<file path="config.mk">
export PLATFORM = sky130hd
export DESIGN_NAME = cdr_loop_slice_config_regs
export DESIGN_NICKNAME = d
export VERILOG_FILES = /design/src/logic/cfg_reg_slot.v /design/src/logic/cdr_loop_slice_config_regs.v
export VERILOG_INCLUDE_DIRS = /design/src /design/src/include
export SDC_FILE = /design/constraint.sdc
export NUM_CORES = 1
export LEC_CHECK = 0
export BUFFER_PORTS_ARGS = -buffer_cell sky130_fd_sc_hd__buf_2
export CAP_MARGIN = 20
export CORE_ASPECT_RATIO = 1.4
export CORE_UTILIZATION = 58
export DETAILED_ROUTE_END_ITERATION = 8
export PLACE_DENSITY = 0.83
export SYNTH_ARGS = -nofsm -noshare
export SYNTH_HDL_FRONTEND = slang
export SYNTH_SLANG_ARGS = --single-unit
</file>
<file path="constraint.sdc">
create_clock -name mclk_i -period 6.5 [get_ports mclk_i]
set_input_delay 0.325 -clock mclk_i [delete_from_list [all_inputs] [get_ports mclk_i]]
set_output_delay 0.325 -clock mclk_i [all_outputs]
set_load 0.02 [all_outputs]
</file>
<file path="src/include/cdr_cfg_map.vh">
// register offsets, field positions and reset values of the loop configuration bank
`ifndef CDR_CFG_MAP_VH
`define CDR_CFG_MAP_VH

// ==========================================
// register offsets
`define OFS_REF_LOCK_SETUP 8'h0F
`define OFS_LOOP_EDGE_BW 8'h10
`define OFS_SLEW_ADAPT_THR 8'h13
`define OFS_SAMPLE_PHASE 8'h14
`define OFS_DECISION_THR 8'h15

// ==========================================
// writable bit masks, reserved bits read zero
`define MASK_REF_LOCK_SETUP 8'h7F
`define MASK_LOOP_EDGE_BW 8'h1F
`define MASK_SLEW_ADAPT_THR 8'h07
`define MASK_SAMPLE_PHASE 8'h0F
`define MASK_DECISION_THR 8'hFF

// ==========================================
// reset values
`define RST_REF_LOCK_SETUP 8'h00
`define RST_LOOP_EDGE_BW 8'h04
`define RST_SLEW_ADAPT_THR 8'h00
`define RST_SAMPLE_PHASE 8'h00
`define RST_DECISION_THR 8'h00

// ==========================================
// field positions
`define BIT_LOCK_LOSS_SRC 6
`define BIT_BAND_HI 5
`define BIT_BAND_LO 4
`define BIT_RATIO_HI 3
`define BIT_EDGE_HI 4
`define BIT_EDGE_LO 3
`define BIT_BW_HI 2
`define BIT_ADAPT_THR 2
`define BIT_SLEW_HI 1
`define BIT_THR_EXT 7
`define BIT_THR_HI 6

// ==========================================
// edge select codes and the largest rate ratio code
`define EDGE_BOTH_A 2'b00
`define EDGE_RISE 2'b01
`define EDGE_FALL 2'b10
`define RATIO_MAX 4'hA

`endif

</file>
<file path="src/logic/cfg_reg_slot.v">
// one configuration register: masked write, reset value, read-back
`timescale 1ns/1ns
`default_nettype none
module cfg_reg_slot #(
    parameter [7:0] OFFSET = 8'h00,
    parameter [7:0] MASK = 8'hFF,
    parameter [7:0] RESET_VAL = 8'h00
) (
    // clock and reset
    input wire clk_i,
    input wire rst_n_i,
    // register access
    input wire wr_i,
    input wire [7:0] addr_i,
    input wire [7:0] wdata_i,
    // stored value
    output reg [7:0] value_o
);
    // reserved bits are never stored, so they always read as zero
    always @(posedge clk_i or negedge rst_n_i) begin
        if (!rst_n_i) begin
            value_o <= RESET_VAL;
        end else if (wr_i && addr_i == OFFSET) begin
            value_o <= wdata_i & MASK;
        end
    end
endmodule
`default_nettype wire

</file>
<file path="src/logic/cdr_loop_slice_config_regs.v">
// loop and slice configuration register bank with decoded analog controls
`timescale 1ns/1ns
`default_nettype none
`include "cdr_cfg_map.vh"
module cdr_loop_slice_config_regs (
    // clock and reset
    input wire mclk_i,
    input wire resetn_i,
    // register port from the serial interface engine (same clock)
    input wire reg_wr_i,
    input wire reg_rd_i,
    input wire [7:0] reg_addr_i,
    input wire [7:0] reg_wdata_i,
    output reg [7:0] reg_rdata_o,
    output reg reg_hit_o,
    // loop state from the analog side (asynchronous)
    input wire reference_locked_operation_i,
    input wire ref_clock_mismatch_i,
    input wire data_mismatch_i,
    input wire high_rate_i,
    // lock loss and reference controls
    output reg lock_loss_o,
    output reg lock_loss_source_select_o,
    output reg [1:0] reference_band_o,
    output reg [3:0] rate_ratio_code_o,
    output reg rate_ratio_valid_o,
    // phase detector and loop bandwidth
    output reg pd_rise_en_o,
    output reg pd_fall_en_o,
    output reg [2:0] loop_bandwidth_scale_o,
    // delay-locked loop and threshold
    output reg [1:0] dll_slew_o,
    output reg adaptive_threshold_o,
    output reg [6:0] manual_threshold_o,
    output reg threshold_offset_en_o,
    output reg threshold_extended_o,
    // sample phase
    output reg [3:0] sample_phase_o,
    output reg sample_phase_active_o
);
    // ==========================================
    // reset release
    reg rst_meta_r;
    reg rst_sync_r;
    always @(posedge mclk_i or negedge resetn_i) begin
        if (!resetn_i) begin
            rst_meta_r <= 1'b0;
            rst_sync_r <= 1'b0;
        end else begin
            rst_meta_r <= 1'b1;
            rst_sync_r <= rst_meta_r;
        end
    end

    // ==========================================
    // register slots
    wire [7:0] ref_lock_setup;
    wire [7:0] loop_edge_bandwidth;
    wire [7:0] slew_adaptive_threshold;
    wire [7:0] sample_phase_adjust;
    wire [7:0] decision_threshold;

    cfg_reg_slot #(
        .OFFSET(`OFS_REF_LOCK_SETUP),
        .MASK(`MASK_REF_LOCK_SETUP),
        .RESET_VAL(`RST_REF_LOCK_SETUP)
    ) u_ref_lock_setup (
        .clk_i(mclk_i),
        .rst_n_i(rst_sync_r),
        .wr_i(reg_wr_i),
        .addr_i(reg_addr_i),
        .wdata_i(reg_wdata_i),
        .value_o(ref_lock_setup)
    );
    cfg_reg_slot #(
        .OFFSET(`OFS_LOOP_EDGE_BW),
        .MASK(`MASK_LOOP_EDGE_BW),
        .RESET_VAL(`RST_LOOP_EDGE_BW)
    ) u_loop_edge_bandwidth (
        .clk_i(mclk_i),
        .rst_n_i(rst_sync_r),
        .wr_i(reg_wr_i),
        .addr_i(reg_addr_i),
        .wdata_i(reg_wdata_i),
        .value_o(loop_edge_bandwidth)
    );
    cfg_reg_slot #(
        .OFFSET(`OFS_SLEW_ADAPT_THR),
        .MASK(`MASK_SLEW_ADAPT_THR),
        .RESET_VAL(`RST_SLEW_ADAPT_THR)
    ) u_slew_adaptive_threshold (
        .clk_i(mclk_i),
        .rst_n_i(rst_sync_r),
        .wr_i(reg_wr_i),
        .addr_i(reg_addr_i),
        .wdata_i(reg_wdata_i),
        .value_o(slew_adaptive_threshold)
    );
    cfg_reg_slot #(
        .OFFSET(`OFS_SAMPLE_PHASE),
        .MASK(`MASK_SAMPLE_PHASE),
        .RESET_VAL(`RST_SAMPLE_PHASE)
    ) u_sample_phase_adjust (
        .clk_i(mclk_i),
        .rst_n_i(rst_sync_r),
        .wr_i(reg_wr_i),
        .addr_i(reg_addr_i),
        .wdata_i(reg_wdata_i),
        .value_o(sample_phase_adjust)
    );
    cfg_reg_slot #(
        .OFFSET(`OFS_DECISION_THR),
        .MASK(`MASK_DECISION_THR),
        .RESET_VAL(`RST_DECISION_THR)
    ) u_decision_threshold (
        .clk_i(mclk_i),
        .rst_n_i(rst_sync_r),
        .wr_i(reg_wr_i),
        .addr_i(reg_addr_i),
        .wdata_i(reg_wdata_i),
        .value_o(decision_threshold)
    );

    // ==========================================
    // read decode, registered; unmapped offsets answer zero with no hit
    reg [7:0] rdata_nxt;
    reg hit_nxt;
    always @* begin
        hit_nxt = 1'b1;
        if (reg_addr_i == `OFS_REF_LOCK_SETUP) begin
            rdata_nxt = ref_lock_setup;
        end else if (reg_addr_i == `OFS_LOOP_EDGE_BW) begin
            rdata_nxt = loop_edge_bandwidth;
        end else if (reg_addr_i == `OFS_SLEW_ADAPT_THR) begin
            rdata_nxt = slew_adaptive_threshold;
        end else if (reg_addr_i == `OFS_SAMPLE_PHASE) begin
            rdata_nxt = sample_phase_adjust;
        end else if (reg_addr_i == `OFS_DECISION_THR) begin
            rdata_nxt = decision_threshold;
        end else begin
            rdata_nxt = 8'h00;
            hit_nxt = 1'b0;
        end
    end

    // read data holds until the next read so a slow serial engine can shift it out
    always @(posedge mclk_i or negedge rst_sync_r) begin
        if (!rst_sync_r) begin
            reg_rdata_o <= 8'h00;
            reg_hit_o <= 1'b0;
        end else if (reg_rd_i || reg_wr_i) begin
            reg_rdata_o <= reg_rd_i ? rdata_nxt : reg_rdata_o;
            reg_hit_o <= hit_nxt;
        end
    end

    // ==========================================
    // pin synchronisers: three stages, a change counts when stages two and three agree
    wire [3:0] clean_in;
    wire [3:0] raw_in;
    assign raw_in = {high_rate_i, data_mismatch_i, ref_clock_mismatch_i, reference_locked_operation_i};

    genvar gi;
    generate
        for (gi = 0; gi < 4; gi = gi + 1) begin : g_sync
            // each pin owns its chain, so every flop has a single driving process
            reg [2:0] stage_r;
            reg agree_r;
            always @(posedge mclk_i or negedge rst_sync_r) begin
                if (!rst_sync_r) begin
                    stage_r <= 3'b000;
                    agree_r <= 1'b0;
                end else begin
                    stage_r <= {stage_r[1:0], raw_in[gi]};
                    // a lone disagreement is a settling bit, not yet a change
                    if (stage_r[1] == stage_r[2]) begin
                        agree_r <= stage_r[2];
                    end
                end
            end
            assign clean_in[gi] = agree_r;
        end
    endgenerate

    // ==========================================
    // decoded controls
    // edges the phase detector may use for a given edge-select code
    function [1:0] edge_enables;
        input [1:0] code;
        begin
            case (code)
                `EDGE_RISE: edge_enables = 2'b10;
                `EDGE_FALL: edge_enables = 2'b01;
                default: edge_enables = 2'b11;
            endcase
        end
    endfunction

    wire [1:0] edge_en;
    wire src_data;
    assign edge_en = edge_enables(loop_edge_bandwidth[`BIT_EDGE_HI:`BIT_EDGE_LO]);
    assign src_data = ref_lock_setup[`BIT_LOCK_LOSS_SRC];

    // all control outputs are flopped copies so the analog side sees glitch-free levels
    always @(posedge mclk_i or negedge rst_sync_r) begin
        if (!rst_sync_r) begin
            lock_loss_o <= 1'b0;
            lock_loss_source_select_o <= 1'b0;
            reference_band_o <= 2'b00;
            rate_ratio_code_o <= 4'h0;
            rate_ratio_valid_o <= 1'b1;
            pd_rise_en_o <= 1'b1;
            pd_fall_en_o <= 1'b1;
            loop_bandwidth_scale_o <= 3'h4;
            dll_slew_o <= 2'b00;
            adaptive_threshold_o <= 1'b0;
            manual_threshold_o <= 7'h00;
            threshold_offset_en_o <= 1'b0;
            threshold_extended_o <= 1'b0;
            sample_phase_o <= 4'h0;
            sample_phase_active_o <= 1'b0;
        end else begin
            // lock loss only judged while tracking in reference-locked operation
            lock_loss_o <= clean_in[0] & (src_data ? clean_in[2] : clean_in[1]);
            lock_loss_source_select_o <= src_data;
            reference_band_o <= ref_lock_setup[`BIT_BAND_HI:`BIT_BAND_LO];
            rate_ratio_code_o <= ref_lock_setup[`BIT_RATIO_HI:0];
            // codes above the largest ratio are flagged rather than silently used
            rate_ratio_valid_o <= (ref_lock_setup[`BIT_RATIO_HI:0] <= `RATIO_MAX);
            pd_rise_en_o <= edge_en[1];
            pd_fall_en_o <= edge_en[0];
            loop_bandwidth_scale_o <= loop_edge_bandwidth[`BIT_BW_HI:0];
            dll_slew_o <= slew_adaptive_threshold[`BIT_SLEW_HI:0];
            adaptive_threshold_o <= slew_adaptive_threshold[`BIT_ADAPT_THR];
            manual_threshold_o <= decision_threshold[`BIT_THR_HI:0];
            threshold_offset_en_o <= |decision_threshold[`BIT_THR_HI:0];
            threshold_extended_o <= decision_threshold[`BIT_THR_EXT];
            // phase shift is held at zero below the high-rate boundary
            sample_phase_o <= clean_in[3] ? sample_phase_adjust[3:0] : 4'h0;
            sample_phase_active_o <= clean_in[3];
        end
    end
endmodule
`default_nettype wire

</file>
==> results of run 1 <==
## worst reg2reg max path, stage by stage, from the launching register on
cell       delay, ps
dfrtp_1          420
mux2_2           270
a22oi_1          170
o2bb2ai_1        110
a22o_1           220
## timing repair
action / in CTS / in global routing
hold buffers: 1 / 0
hold endpoints to repair: 2 / 0
setup endpoints to repair: 0 / 0
## layer usage
metal / vias to the layer above / wire [um]
li1: 860 / -
met5: - / 0
met1: 982 / 2480
met4: 0 / 131
met2: 54 / 3170
met3: 13 / 262
## kinds of logic after synthesis
family | after synthesis
flip-flops | 85
buffers and inverters | 7
other | 1
AND/OR/NAND/NOR | 45
AO/OA/AOI/OAI | 27
adder cells (fa/ha/maj) | 4
multiplexers | 32
## report_power, final
group          internal [W]  total (W)  switching, W
logic             0.0000292  0.0000780     0.0000488
registers          0.000555   0.000570     0.0000153
clock network      0.000191   0.000381      0.000190
total              0.000775    0.00103      0.000254
## stage by stage
stage | util | hold WS (ps) | setup WS [ps] | cells | instance area, um^2
floorplan | - | 29.4 | 3970 | 201 | 3090
global placement | 0.672 | 111 | 4600 | 325 | 3460
detailed placement | 0.672 | 111 | 4620 | 325 | 3460
CTS | 0.714 | 59.3 | 4960 | 342 | 3680
global route | 0.719 | 49.0 | 4900 | 343 | 3710
finish | 0.719 | 65.0 | 4950 | 343 | 3710
## state kept, by name (all words and copies together), names as in the netlist, 2 cells and up
name	count
g_sync.stage_r	12
reg_rdata_o	8
u_decision_threshold.value_o	8
manual_threshold_o	7
u_ref_lock_setup.value_o	7
u_loop_edge_bandwidth.value_o	5
g_sync.agree_r	4
rate_ratio_code_o	4
sample_phase_o	4
u_sample_phase_adjust.value_o	4
loop_bandwidth_scale_o	3
u_slew_adaptive_threshold.value_o	3
dll_slew_o	2
reference_band_o	2
## cells in the final DEF (no fill, tap or decap), types with 2 or more instances in the layout
| master | Yosys | layout |
|---|---|---|
| clkbuf_8 | 0 | 10 |
| a221o_1 | 2 | 2 |
| nor2_1 | 6 | 6 |
| buf_2 | 3 | 63 |
| dfstp_2 | 5 | 5 |
| o21ai_0 | 7 | 7 |
| mux2_2 | 28 | 28 |
| nor3_1 | 2 | 2 |
| or2_2 | 2 | 2 |
| o2bb2ai_1 | 4 | 4 |
| nand2_1 | 8 | 8 |
| a22oi_1 | 3 | 3 |
| and2_1 | 5 | 5 |
| nor2_4 | 2 | 2 |
| mux2i_1 | 4 | 4 |
| nor2b_1 | 5 | 5 |
| nor4_4 | 2 | 2 |
| a211oi_1 | 2 | 2 |
| clkinv_4 | 0 | 2 |
| nand2b_1 | 3 | 3 |
| inv_1 | 2 | 2 |
| nor3_4 | 2 | 2 |
| a22o_1 | 2 | 2 |
| a32oi_1 | 3 | 3 |
| maj3_1 | 4 | 4 |
| dfrtp_1 | 80 | 79 |
## worst max-delay path by stage
stage                       start                                   end  depth (start not counted)
CTS                 reg_addr_i[7]      u_sample_phase_adjust.value_o[1]                          5
global placement    reg_addr_i[7]  u_slew_adaptive_threshold.value_o[0]                          5
detailed placement  reg_addr_i[7]      u_sample_phase_adjust.value_o[1]                          5
global route        reg_addr_i[2]           u_ref_lock_setup.value_o[2]                          5
floorplan              rst_sync_r                  adaptive_threshold_o                          0
finish              reg_addr_i[7]      u_sample_phase_adjust.value_o[1]                          5
## final cells by class
type	instances	area [um^2]
clock buffers	10	138
well taps	66	82.6
multi-input cells	109	922
fillers	341	1450
repair buffers	65	353
flip-flops and latches	85	2140
clock inverters	6	71.3
inverters	2	7.51
==> flow_summary_export.csv, run 1 <==
group,metric,value,unit
timing,rsz0062_at_grt,"false",
clock_tree,cts_tree,"done",
worst_setup_path,critPathMaxStageDelay,400,ps
layout,area_delta_synth_final,20.0,%
timing,fin_crit_sh,0.239,
synth,synth-xor-area-share,0,
layout,finalNetCount,296,
synth,async_reset_ff_frac,1.00,
synth,yosysTopAreaCell,"dfrtp_1",
grt,grt_pass1_wl,9.29,mm
placed_design,io_buffers,63,
synth,ys_seq_area_frac,0.690,
routing,vias,1909,
synth,yosys_warnings,0,
floorplanning,rows,31,
timing,skew,18.0,ps
grt,met2_usage,0.378,
routing,firstDrtPassIters,4,
min_path,whs_path_depth,1,
clock_tree,cts_setup_buffers,0,
clock_tree,clk_transition_reported_paths,100,ps
grt,met1_usage,0.281,
worst_setup_path,cp_top_family,"simple AND/OR/NAND/NOR gates",
synth,muxShareOfSynthArea,0.115,
worst_setup_path,reg2reg_from,"u_decision_threshold.value_o[3]",
placed_design,routabilityCongestion,0.893,
synth,synth_top_family_by_area,"multiplexers",
synth,ys_ff_latch,85,
timing,max_clock_freq,0.645,GHz
timing,maxSlewViolCount,0,
worst_setup_path,crit_buf_inv,1,
clock_tree,htreeDepth,3,
run,maxCapViolations,0,
routing,drc,0,
worst_setup_path,arrival,1790,ps
floorplanning,core_area,0.00516,mm^2
synth,synth_compound_area_frac,0.0643,
clock_tree,clk_latency,360,ps
synth,synth_top_area_share,0.647,
routing,drt-total-wl,6.04,mm
layout,n_antenna_cell,0,
clock_tree,clockRootBuffer,"clkbuf_8",
synth,synth_edf_count,0,
worst_setup_path,endpoint_kind,"register",
timing,setup_tns,0,ps
worst_setup_path,path_class,"in2reg",
worst_setup_path,crit_chain,"buf_2 -> nor3_4 -> nand2_2 -> nor4_4 -> mux2_2",
grt,grt_max_degree,84,
routing,antenna_left,0,
floorplanning,dieArea,0.00563,mm^2
power_and_ir_drop,total_power,0.00103,W
synth,yosys-top-cells-count,"dfrtp_1 (80), mux2_2 (28), nand2_1 (8), o21ai_0 (7), nor2_1 (6)",
clock_tree,numCtsBuffers,9,
synth,yosys.area_share.simple,0.105,
synth,syn_inst,201,
placed_design,hpwl,3.97,mm
min_path,hold_path_end,"g_sync[1].stage_r[0]",
synth,yosysMostFrequentCell,"dfrtp_1",
grt,antenna_found_initial,0,
synth,ys.flop_type,"dfrtp_1",
floorplanning,io_pins,64,
worst_setup_path,rrSetupSlack,5190,ps
clock_tree,cts.sinks,85,
worst_setup_path,r2r-end,"reg_rdata_o[3]",
floorplanning,start_util,0.600,
power_and_ir_drop,leakagePower,1.86,nW
routing,avgViaCountPerCell,5.57,
grt,grt_usage,0.230,
timing,setup_viol,0,
synth,synth_area_per_cell,15.4,um^2
outcome,outcome,"finished clean",
grt,top_usage_layer,"met2",
layout,layout-drive-gt1-share,0.451,
floorplanning,die_y,88.4,um
worst_setup_path,start_kind,"input pin",
clock_tree,clock_path_buffers,2,
timing,period_needed,1550,ps
routing,wire_per_inst,17.6,um
floorplanning,die_w,63.7,um
synth,syn_area,0.00309,mm^2
worst_setup_path,crit_fanout,6,
synth,ys_types,39,
grt,use_met3,0.0593,
grt,grt_pass1_vias,1871,
synth,ys_top_cells_by_area,"dfrtp_1 (65%), mux2_2 (10%), dfstp_2 (4.2%)",
worst_setup_path,r2r.worst_path.cells,4,
power_and_ir_drop,ir_drop,0.200,mV
synth,synthAdderAreaFrac,0.0129,
synth,syn_nets,225,
min_path,hold_path.class,"in2reg",
grt,overflow,0,
routing,drt-initial-drc-count,90,
worst_setup_path,critPathRequiredTime,6740,ps
clock_tree,cts.repair.resized,0,
power_and_ir_drop,p_per_area,277,mW/mm^2
min_path,holdCritStartpoint,"ref_clock_mismatch_i",
worst_setup_path,crit_slowest_cell,"nor4_4",
timing,timing_hold_violations_final,0,
Note: power is estimated with default switching activity, not from simulation.
==> inputs of run 2 (changes only) <==
--- a/config.mk
+++ b/config.mk
@@ -6,12 +6,13 @@
 export SDC_FILE = /design/constraint.sdc
 export NUM_CORES = 1
 export LEC_CHECK = 0
+export ABC_AREA = 1
 export BUFFER_PORTS_ARGS = -buffer_cell sky130_fd_sc_hd__buf_2
 export CAP_MARGIN = 20
 export CORE_ASPECT_RATIO = 1.4
-export CORE_UTILIZATION = 58
+export CORE_UTILIZATION = 54
 export DETAILED_ROUTE_END_ITERATION = 8
-export PLACE_DENSITY = 0.83
+export PLACE_DENSITY = 0.78
 export SYNTH_ARGS = -nofsm -noshare
 export SYNTH_HDL_FRONTEND = slang
 export SYNTH_SLANG_ARGS = --single-unit
==> constraint.sdc (replaced) <==
create_clock -name mclk_i -period 1.55 [get_ports mclk_i]
set_input_delay 0.0775 -clock mclk_i [delete_from_list [all_inputs] [get_ports mclk_i]]
set_output_delay 0.0775 -clock mclk_i [all_outputs]
set_load 0.02 [all_outputs]
==> run 2 against run 1 <==
Compared with the run above: critical path depth decreased by 4; hold slack got worse by 43 ps; routed wire length increased by 2.7%; worst setup slack got worse by 4500 ps; global-route usage increased by 0.77 points; design area increased by 2.6%; largest cell class unchanged; largest power group unchanged.
==> flow_summary_export.csv, run 2 <==
group,metric,value,unit
power_and_ir_drop,leakagePower,2.03,nW
layout,area_delta_synth_final,22.1,%
min_path,hold_path_end,"u_ref_lock_setup.value_o[6]",
worst_setup_path,cp_top_family,"flip-flops",
synth,yosysMostFrequentCell,"dfrtp_1",
synth,ys_types,25,
placed_design,hpwl,4.50,mm
routing,firstDrtPassIters,4,
synth,synth_top_area_share,0.642,
worst_setup_path,critPathRequiredTime,1470,ps
layout,layout-drive-gt1-share,0.335,
run,maxCapViolations,0,
floorplanning,die_w,66.2,um
min_path,whs_path_depth,3,
worst_setup_path,rrSetupSlack,560,ps
floorplanning,dieArea,0.00609,mm^2
routing,drt-initial-drc-count,135,
timing,max_clock_freq,0.908,GHz
synth,yosys_warnings,0,
synth,ys_ff_latch,85,
layout,top_register,"g_sync.stage_r",
timing,fin_crit_sh,0.710,
worst_setup_path,crit_slowest_cell,"dfstp_2",
clock_tree,numCtsBuffers,9,
synth,syn_area,0.00312,mm^2
grt,grt_pass1_wl,10.4,mm
clock_tree,clk_latency,360,ps
timing,setup_viol,0,
floorplanning,start_util,0.565,
placed_design,io_buffers,63,
floorplanning,core_area,0.00553,mm^2
layout,largestRegisters,"g_sync.stage_r (12), reg_rdata_o (8), u_decision_threshold.value_o (8)",
timing,skew,9.68,ps
worst_setup_path,arrival,1020,ps
power_and_ir_drop,ir_drop,0.710,mV
routing,drt-total-wl,6.20,mm
worst_setup_path,endpoint_kind,"output pin",
clock_tree,cts_setup_buffers,0,
routing,wl_met2,3.26,mm
clock_tree,cts.sinks,85,
worst_setup_path,critPathMaxStageDelay,520,ps
routing,dr.max_layer_used,"met4",
outcome,outcome,"finished clean",
routing,antenna_left,0,
worst_setup_path,r2r.worst_path.cells,6,
routing,met3WireLength,313,um
synth,yosys-top-cells-count,"dfrtp_1 (80), nand2_1 (64), inv_1 (23), nand3_1 (19)",
worst_setup_path,crit_buf_inv,1,
worst_setup_path,crit_chain,"buf_2",
timing,maxSlewViolCount,0,
placed_design,placed_area,0.00354,mm^2
floorplanning,rows,32,
clock_tree,cts_tree,"done",
grt,antenna_found_initial,0,
synth,ys.flop_type,"dfrtp_1",
worst_setup_path,reg2reg_from,"u_decision_threshold.value_o[0]",
timing,rsz0062_at_grt,"false",
min_path,holdCritStartpoint,"reg_wdata_i[6]",
layout,final_cell_mix,"dfrtp_1 (79), nand2_1 (64), buf_2 (63)",
grt,grt_usage,0.238,
timing,timing_hold_violations_final,0,
routing,wl_met1,2.50,mm
clock_tree,htreeDepth,3,
synth,syn_nets,302,
layout,finalNetCount,383,
layout,mostFrequentLayoutCell,"dfrtp_1",
worst_setup_path,start_kind,"register",
clock_tree,clock_path_buffers,2,
grt,grt_max_degree,31,
routing,vias,2153,
synth,syn_inst,278,
routing,wire_per_inst,14.4,um
floorplanning,die_y,91.9,um
clock_tree,clockRootBuffer,"clkbuf_8",
worst_setup_path,crit_fanout,1,
placed_design,routabilityCongestion,0.875,
timing,setup_tns,0,ps
clock_tree,clk_transition_reported_paths,80,ps
worst_setup_path,path_class,"reg2out",
min_path,hold_path.class,"in2reg",
grt,grt_pass1_vias,2147,
synth,ys_seq_area_frac,0.684,
routing,drc,0,
clock_tree,ctsHoldBuffers,6,
power_and_ir_drop,p_per_area,1140,mW/mm^2
timing,period_needed,1100,ps
layout,largest_reg_flops,12,
synth,ys_top_cells_by_area,"dfrtp_1 (64%), nand2_1 (7.7%), dfstp_2 (4.2%)",
synth,yosysTopAreaCell,"dfrtp_1",
routing,avgViaCountPerCell,4.98,
synth,async_reset_ff_frac,1.00,
synth,synth_area_per_cell,11.2,um^2
grt,overflow,0,
clock_tree,cts.repair.resized,0,
worst_setup_path,r2r-end,"reg_rdata_o[0]",
synth,synth_edf_count,0,
layout,n_antenna_cell,0,
floorplanning,io_pins,64,
layout,final_area,0.00381,mm^2
## run 2: how the worst max path moves through the flow
stage / start / cells past startpoint / end / slack, ps
floorplan: rst_sync_r / 0 / adaptive_threshold_o / 120
global placement: reg_addr_i[6] / 10 / u_loop_edge_bandwidth.value_o[1] / 260
detailed placement: reg_addr_i[5] / 10 / u_loop_edge_bandwidth.value_o[1] / 240
CTS: loop_bandwidth_scale_o[2] / 1 / loop_bandwidth_scale_o[2] / 430
global route: pd_rise_en_o / 1 / pd_rise_en_o / 420
finish: loop_bandwidth_scale_o[2] / 1 / loop_bandwidth_scale_o[2] / 450
## run 2: per-layer routing
| metal | vias to the layer above | GRT usage |
|---|---|---|
| li1 | 1053 | - |
| met1 | 1020 | 0.308 |
| met2 | 70 | 0.373 |
| met3 | 10 | 0.0672 |
| met4 | 0 | 0.0993 |
| met5 | - | 0 |
## run 2: where the power goes
group / internal [W] / leakage (nW) / switching [W]
logic: 0.000122 / 0.812 / 0.000209
clock network: 0.000835 / 0.110 / 0.000777
registers: 0.00233 / 1.11 / 0.0000781
total: 0.00329 / 2.03 / 0.00106
## run 2: metrics by stage
step / setup slack [ps] / total power, W / hold WS (ps) / cells / utilization
floorplan: 118 / 0.00263 / -218 / 278 / -
global placement: 261 / 0.00276 / -137 / 410 / 0.641
detailed placement: 243 / 0.00278 / -135 / 410 / 0.641
CTS: 434 / 0.00438 / 15.5 / 432 / 0.689
global route: 417 / 0.00453 / 22.9 / 432 / 0.689
finish: 449 / 0.00435 / 22.1 / 432 / 0.689
## run 2: cell families (layout without fill, tap and decap cells)
kind of cell,after synthesis,after routing,synth area share
simple gates,117,117,0.172
flops,85,85,0.684
compound gates,39,39,0.0802
buf+inv,31,117,0.0445
fa+ha+maj,4,4,0.0128
other cells,1,1,0.00120
mux,1,1,0.00481
## run 2: cell type report
cell class / count / area (um^2)
flip-flops and latches: 85 / 2140
clock inverters: 5 / 57.6
multi-input cells: 162 / 847
repair buffers: 75 / 433
inverters: 26 / 97.6
fillers: 444 / 1720
clock buffers: 11 / 151
well taps: 68 / 85.1
## run 2: worst register-to-register path, stage by stage (launching register included)
cell     delay (ps)
dfrtp_1         430
nand3_1         100
nand2_1          50
nor2_1          100
nand3_1          90
nand2_1          70
nand2_1          50
==> inputs of run 3 (changes only) <==
--- a/config.mk
+++ b/config.mk
@@ -10,9 +10,9 @@
 export BUFFER_PORTS_ARGS = -buffer_cell sky130_fd_sc_hd__buf_2
 export CAP_MARGIN = 20
 export CORE_ASPECT_RATIO = 1.4
-export CORE_UTILIZATION = 54
+export CORE_UTILIZATION = 48
 export DETAILED_ROUTE_END_ITERATION = 8
-export PLACE_DENSITY = 0.78
+export PLACE_DENSITY = 0.73
 export SYNTH_ARGS = -nofsm -noshare
 export SYNTH_HDL_FRONTEND = slang
 export SYNTH_SLANG_ARGS = --single-unit
==> constraint.sdc (replaced) <==
create_clock -name mclk_i -period 1 [get_ports mclk_i]
set_input_delay 0.05 -clock mclk_i [delete_from_list [all_inputs] [get_ports mclk_i]]
set_output_delay 0.05 -clock mclk_i [all_outputs]
set_load 0.02 [all_outputs]
==> run 3 against run 2 <==
Compared with the run above: global-route usage decreased by 2.8 points; clock skew decreased by 1.9 ps; cell count increased by 4.4%; largest cell class unchanged; the run now ends with setup timing left; routed wire length increased by 2.1%; flip-flop and latch count unchanged; combinational power increased by 76%; critical endpoint unchanged; worst setup slack got worse by 490 ps.
==> flow_summary_export.csv, run 3 (synthesis results as in run 2) <==
group,metric,value,unit
routing,antenna_left,0,
worst_setup_path,crit_slowest_cell,"dfstp_2",
clock_tree,cts.sinks,85,
worst_setup_path,crit_buf_inv,1,
clock_tree,numCtsBuffers,9,
routing,drt-initial-drc-count,170,
timing,skew,7.80,ps
timing,setup_tns,-154,ps
layout,largestRegisters,"g_sync.stage_r (12), reg_rdata_o (8), u_decision_threshold.value_o (8)",
placed_design,io_buffers,63,
grt,grt_pass1_wl,10.9,mm
routing,wire_per_inst,14.0,um
clock_tree,clockRootBuffer,"clkbuf_8",
floorplanning,dieArea,0.00683,mm^2
worst_setup_path,arrival,990,ps
layout,final_cell_mix,"dfrtp_1 (79), nand2_1 (64), buf_2 (58)",
run,maxCapViolations,0,
floorplanning,start_util,0.499,
floorplanning,die_y,97.4,um
floorplanning,rows,34,
power_and_ir_drop,leakagePower,2.11,nW
layout,finalNetCount,398,
timing,timing_hold_violations_final,0,
layout,largest_reg_flops,12,
worst_setup_path,crit_fanout,1,
clock_tree,clk_transition_reported_paths,80,ps
timing,maxSlewViolCount,0,
layout,top_register,"g_sync.stage_r",
worst_setup_path,critPathMaxStageDelay,540,ps
timing,setup_viol,4,
floorplanning,die_w,70.1,um
worst_setup_path,cp-startpoint,"loop_bandwidth_scale_o[2]",
worst_setup_path,path_class,"reg2out",
worst_setup_path,endpoint_kind,"output pin",
worst_setup_path,start_kind,"register",
grt,grt_pass1_vias,2304,
timing,period_needed,1040,ps
clock_tree,cts_tree,"done",
routing,firstDrtPassIters,4,
layout,n_antenna_cell,0,
floorplanning,io_pins,64,
placed_design,hpwl,4.50,mm
clock_tree,htreeDepth,3,
floorplanning,core_area,0.00625,mm^2
clock_tree,clk_latency,350,ps
worst_setup_path,cp_top_family,"flip-flops",
timing,setup_ws,-44.3,ps
routing,drt-total-wl,6.33,mm
routing,drc,0,
min_path,hold_path.class,"in2reg",
layout,area_delta_synth_final,27.0,%
min_path,hold_path_end,"u_decision_threshold.value_o[6]",
placed_design,routabilityCongestion,0.830,
min_path,holdCritStartpoint,"reg_wdata_i[6]",
worst_setup_path,critPathRequiredTime,950,ps
routing,avgViaCountPerCell,4.95,
worst_setup_path,crit_chain,"buf_6",
outcome,outcome,"finished with violations",
grt,grt_usage,0.210,
power_and_ir_drop,ir_drop,0.815,mV
layout,utilization,0.633,
timing,fin_crit_sh,1.04,
grt,antenna_found_initial,0,
worst_setup_path,r2r-end,"reg_rdata_o[2]",
worst_setup_path,r2r.worst_path.cells,4,
layout,fillers,517,
routing,vias,2232,
clock_tree,clock_path_buffers,2,
grt,grt_max_degree,39,
timing,rsz0062_at_grt,"true",
min_path,whs_path_depth,3,
timing,max_clock_freq,0.958,GHz
layout,layout-drive-gt1-share,0.356,
power_and_ir_drop,p_per_area,1670,mW/mm^2
grt,overflow,0,
outcome,violations,"setup timing",
placed_design,place_ws,-160,ps
layout,mostFrequentLayoutCell,"dfrtp_1",
power_and_ir_drop,total_power,0.00663,W
worst_setup_path,reg2reg_from,"u_loop_edge_bandwidth.value_o[2]",
worst_setup_path,rrSetupSlack,60,ps
-- run 3: power breakdown --
group	total (W)	internal, W	switching [W]
logic	0.000584	0.000230	0.000354
clock network	0.00233	0.00115	0.00118
registers	0.00371	0.00361	0.000102
-- run 3: what timing repair did --
| action | CTS | global route |
|---|---|---|
| buffers inserted | 0 | 1 |
| cloned | 0 | 0 |
| hold buffers | 8 | 0 |
| gates resized for setup | 8 | 3 |
| endpoints found under the hold margin | 9 | 0 |
| endpoints found under the setup margin | 4 | 6 |
-- run 3: cell type report --
| class | instances | area [um^2] | share of cell area |
|---|---|---|---|
| sequential | 85 | 2140 | 0.540 |
| multi-input combinational | 162 | 850 | 0.215 |
| timing repair buffer | 90 | 594 | 0.150 |
| clock buffer | 10 | 128 | 0.0322 |
| inverter | 26 | 97.6 | 0.0246 |
| tap | 72 | 90.1 | 0.0227 |
| clock inverter | 6 | 63.8 | 0.0161 |
-- run 3: tightest hold or removal path: cells and delay by family --
family	cells	cell delay (ps)
buffers and inverters	2	160
AO/OA/AOI/OAI	1	130
-- run 3: worst max-delay path by stage --
| stage | depth (start not counted) | end |
|---|---|---|
| 6_report | 1 | loop_bandwidth_scale_o[2] |
| 5_1_grt | 1 | rate_ratio_valid_o |
| 4_1_cts | 1 | pd_fall_en_o |
| 3_5_place_dp | 9 | u_ref_lock_setup.value_o[3] |
| 3_3_place_gp | 9 | u_ref_lock_setup.value_o[0] |
| 2_1_floorplan | 0 | adaptive_threshold_o |
-- run 3: through the flow --
| step | instance area (um^2) | hold slack, ps | instances |
|---|---|---|---|
| 2_1_floorplan | 3120 | -246 | 278 |
| 3_3_place_gp | 3650 | -164 | 426 |
| 3_5_place_dp | 3650 | -163 | 426 |
| 4_1_cts | 3940 | 7.89 | 450 |
| 5_1_grt | 3960 | 28.8 | 451 |
| 6_report | 3960 | 16.3 | 451 |
-- run 3: layer usage --
layer | vias up | GRT usage | wire (um) | share of wire
met5 | - | 0 | 0 | 0
met2 | 66 | 0.342 | 3170 | 0.50
met1 | 1070 | 0.264 | 2740 | 0.43
li1 | 1080 | - | - | -
met3 | 16 | 0.0446 | 249 | 0.039
met4 | 0 | 0.106 | 165 | 0.026
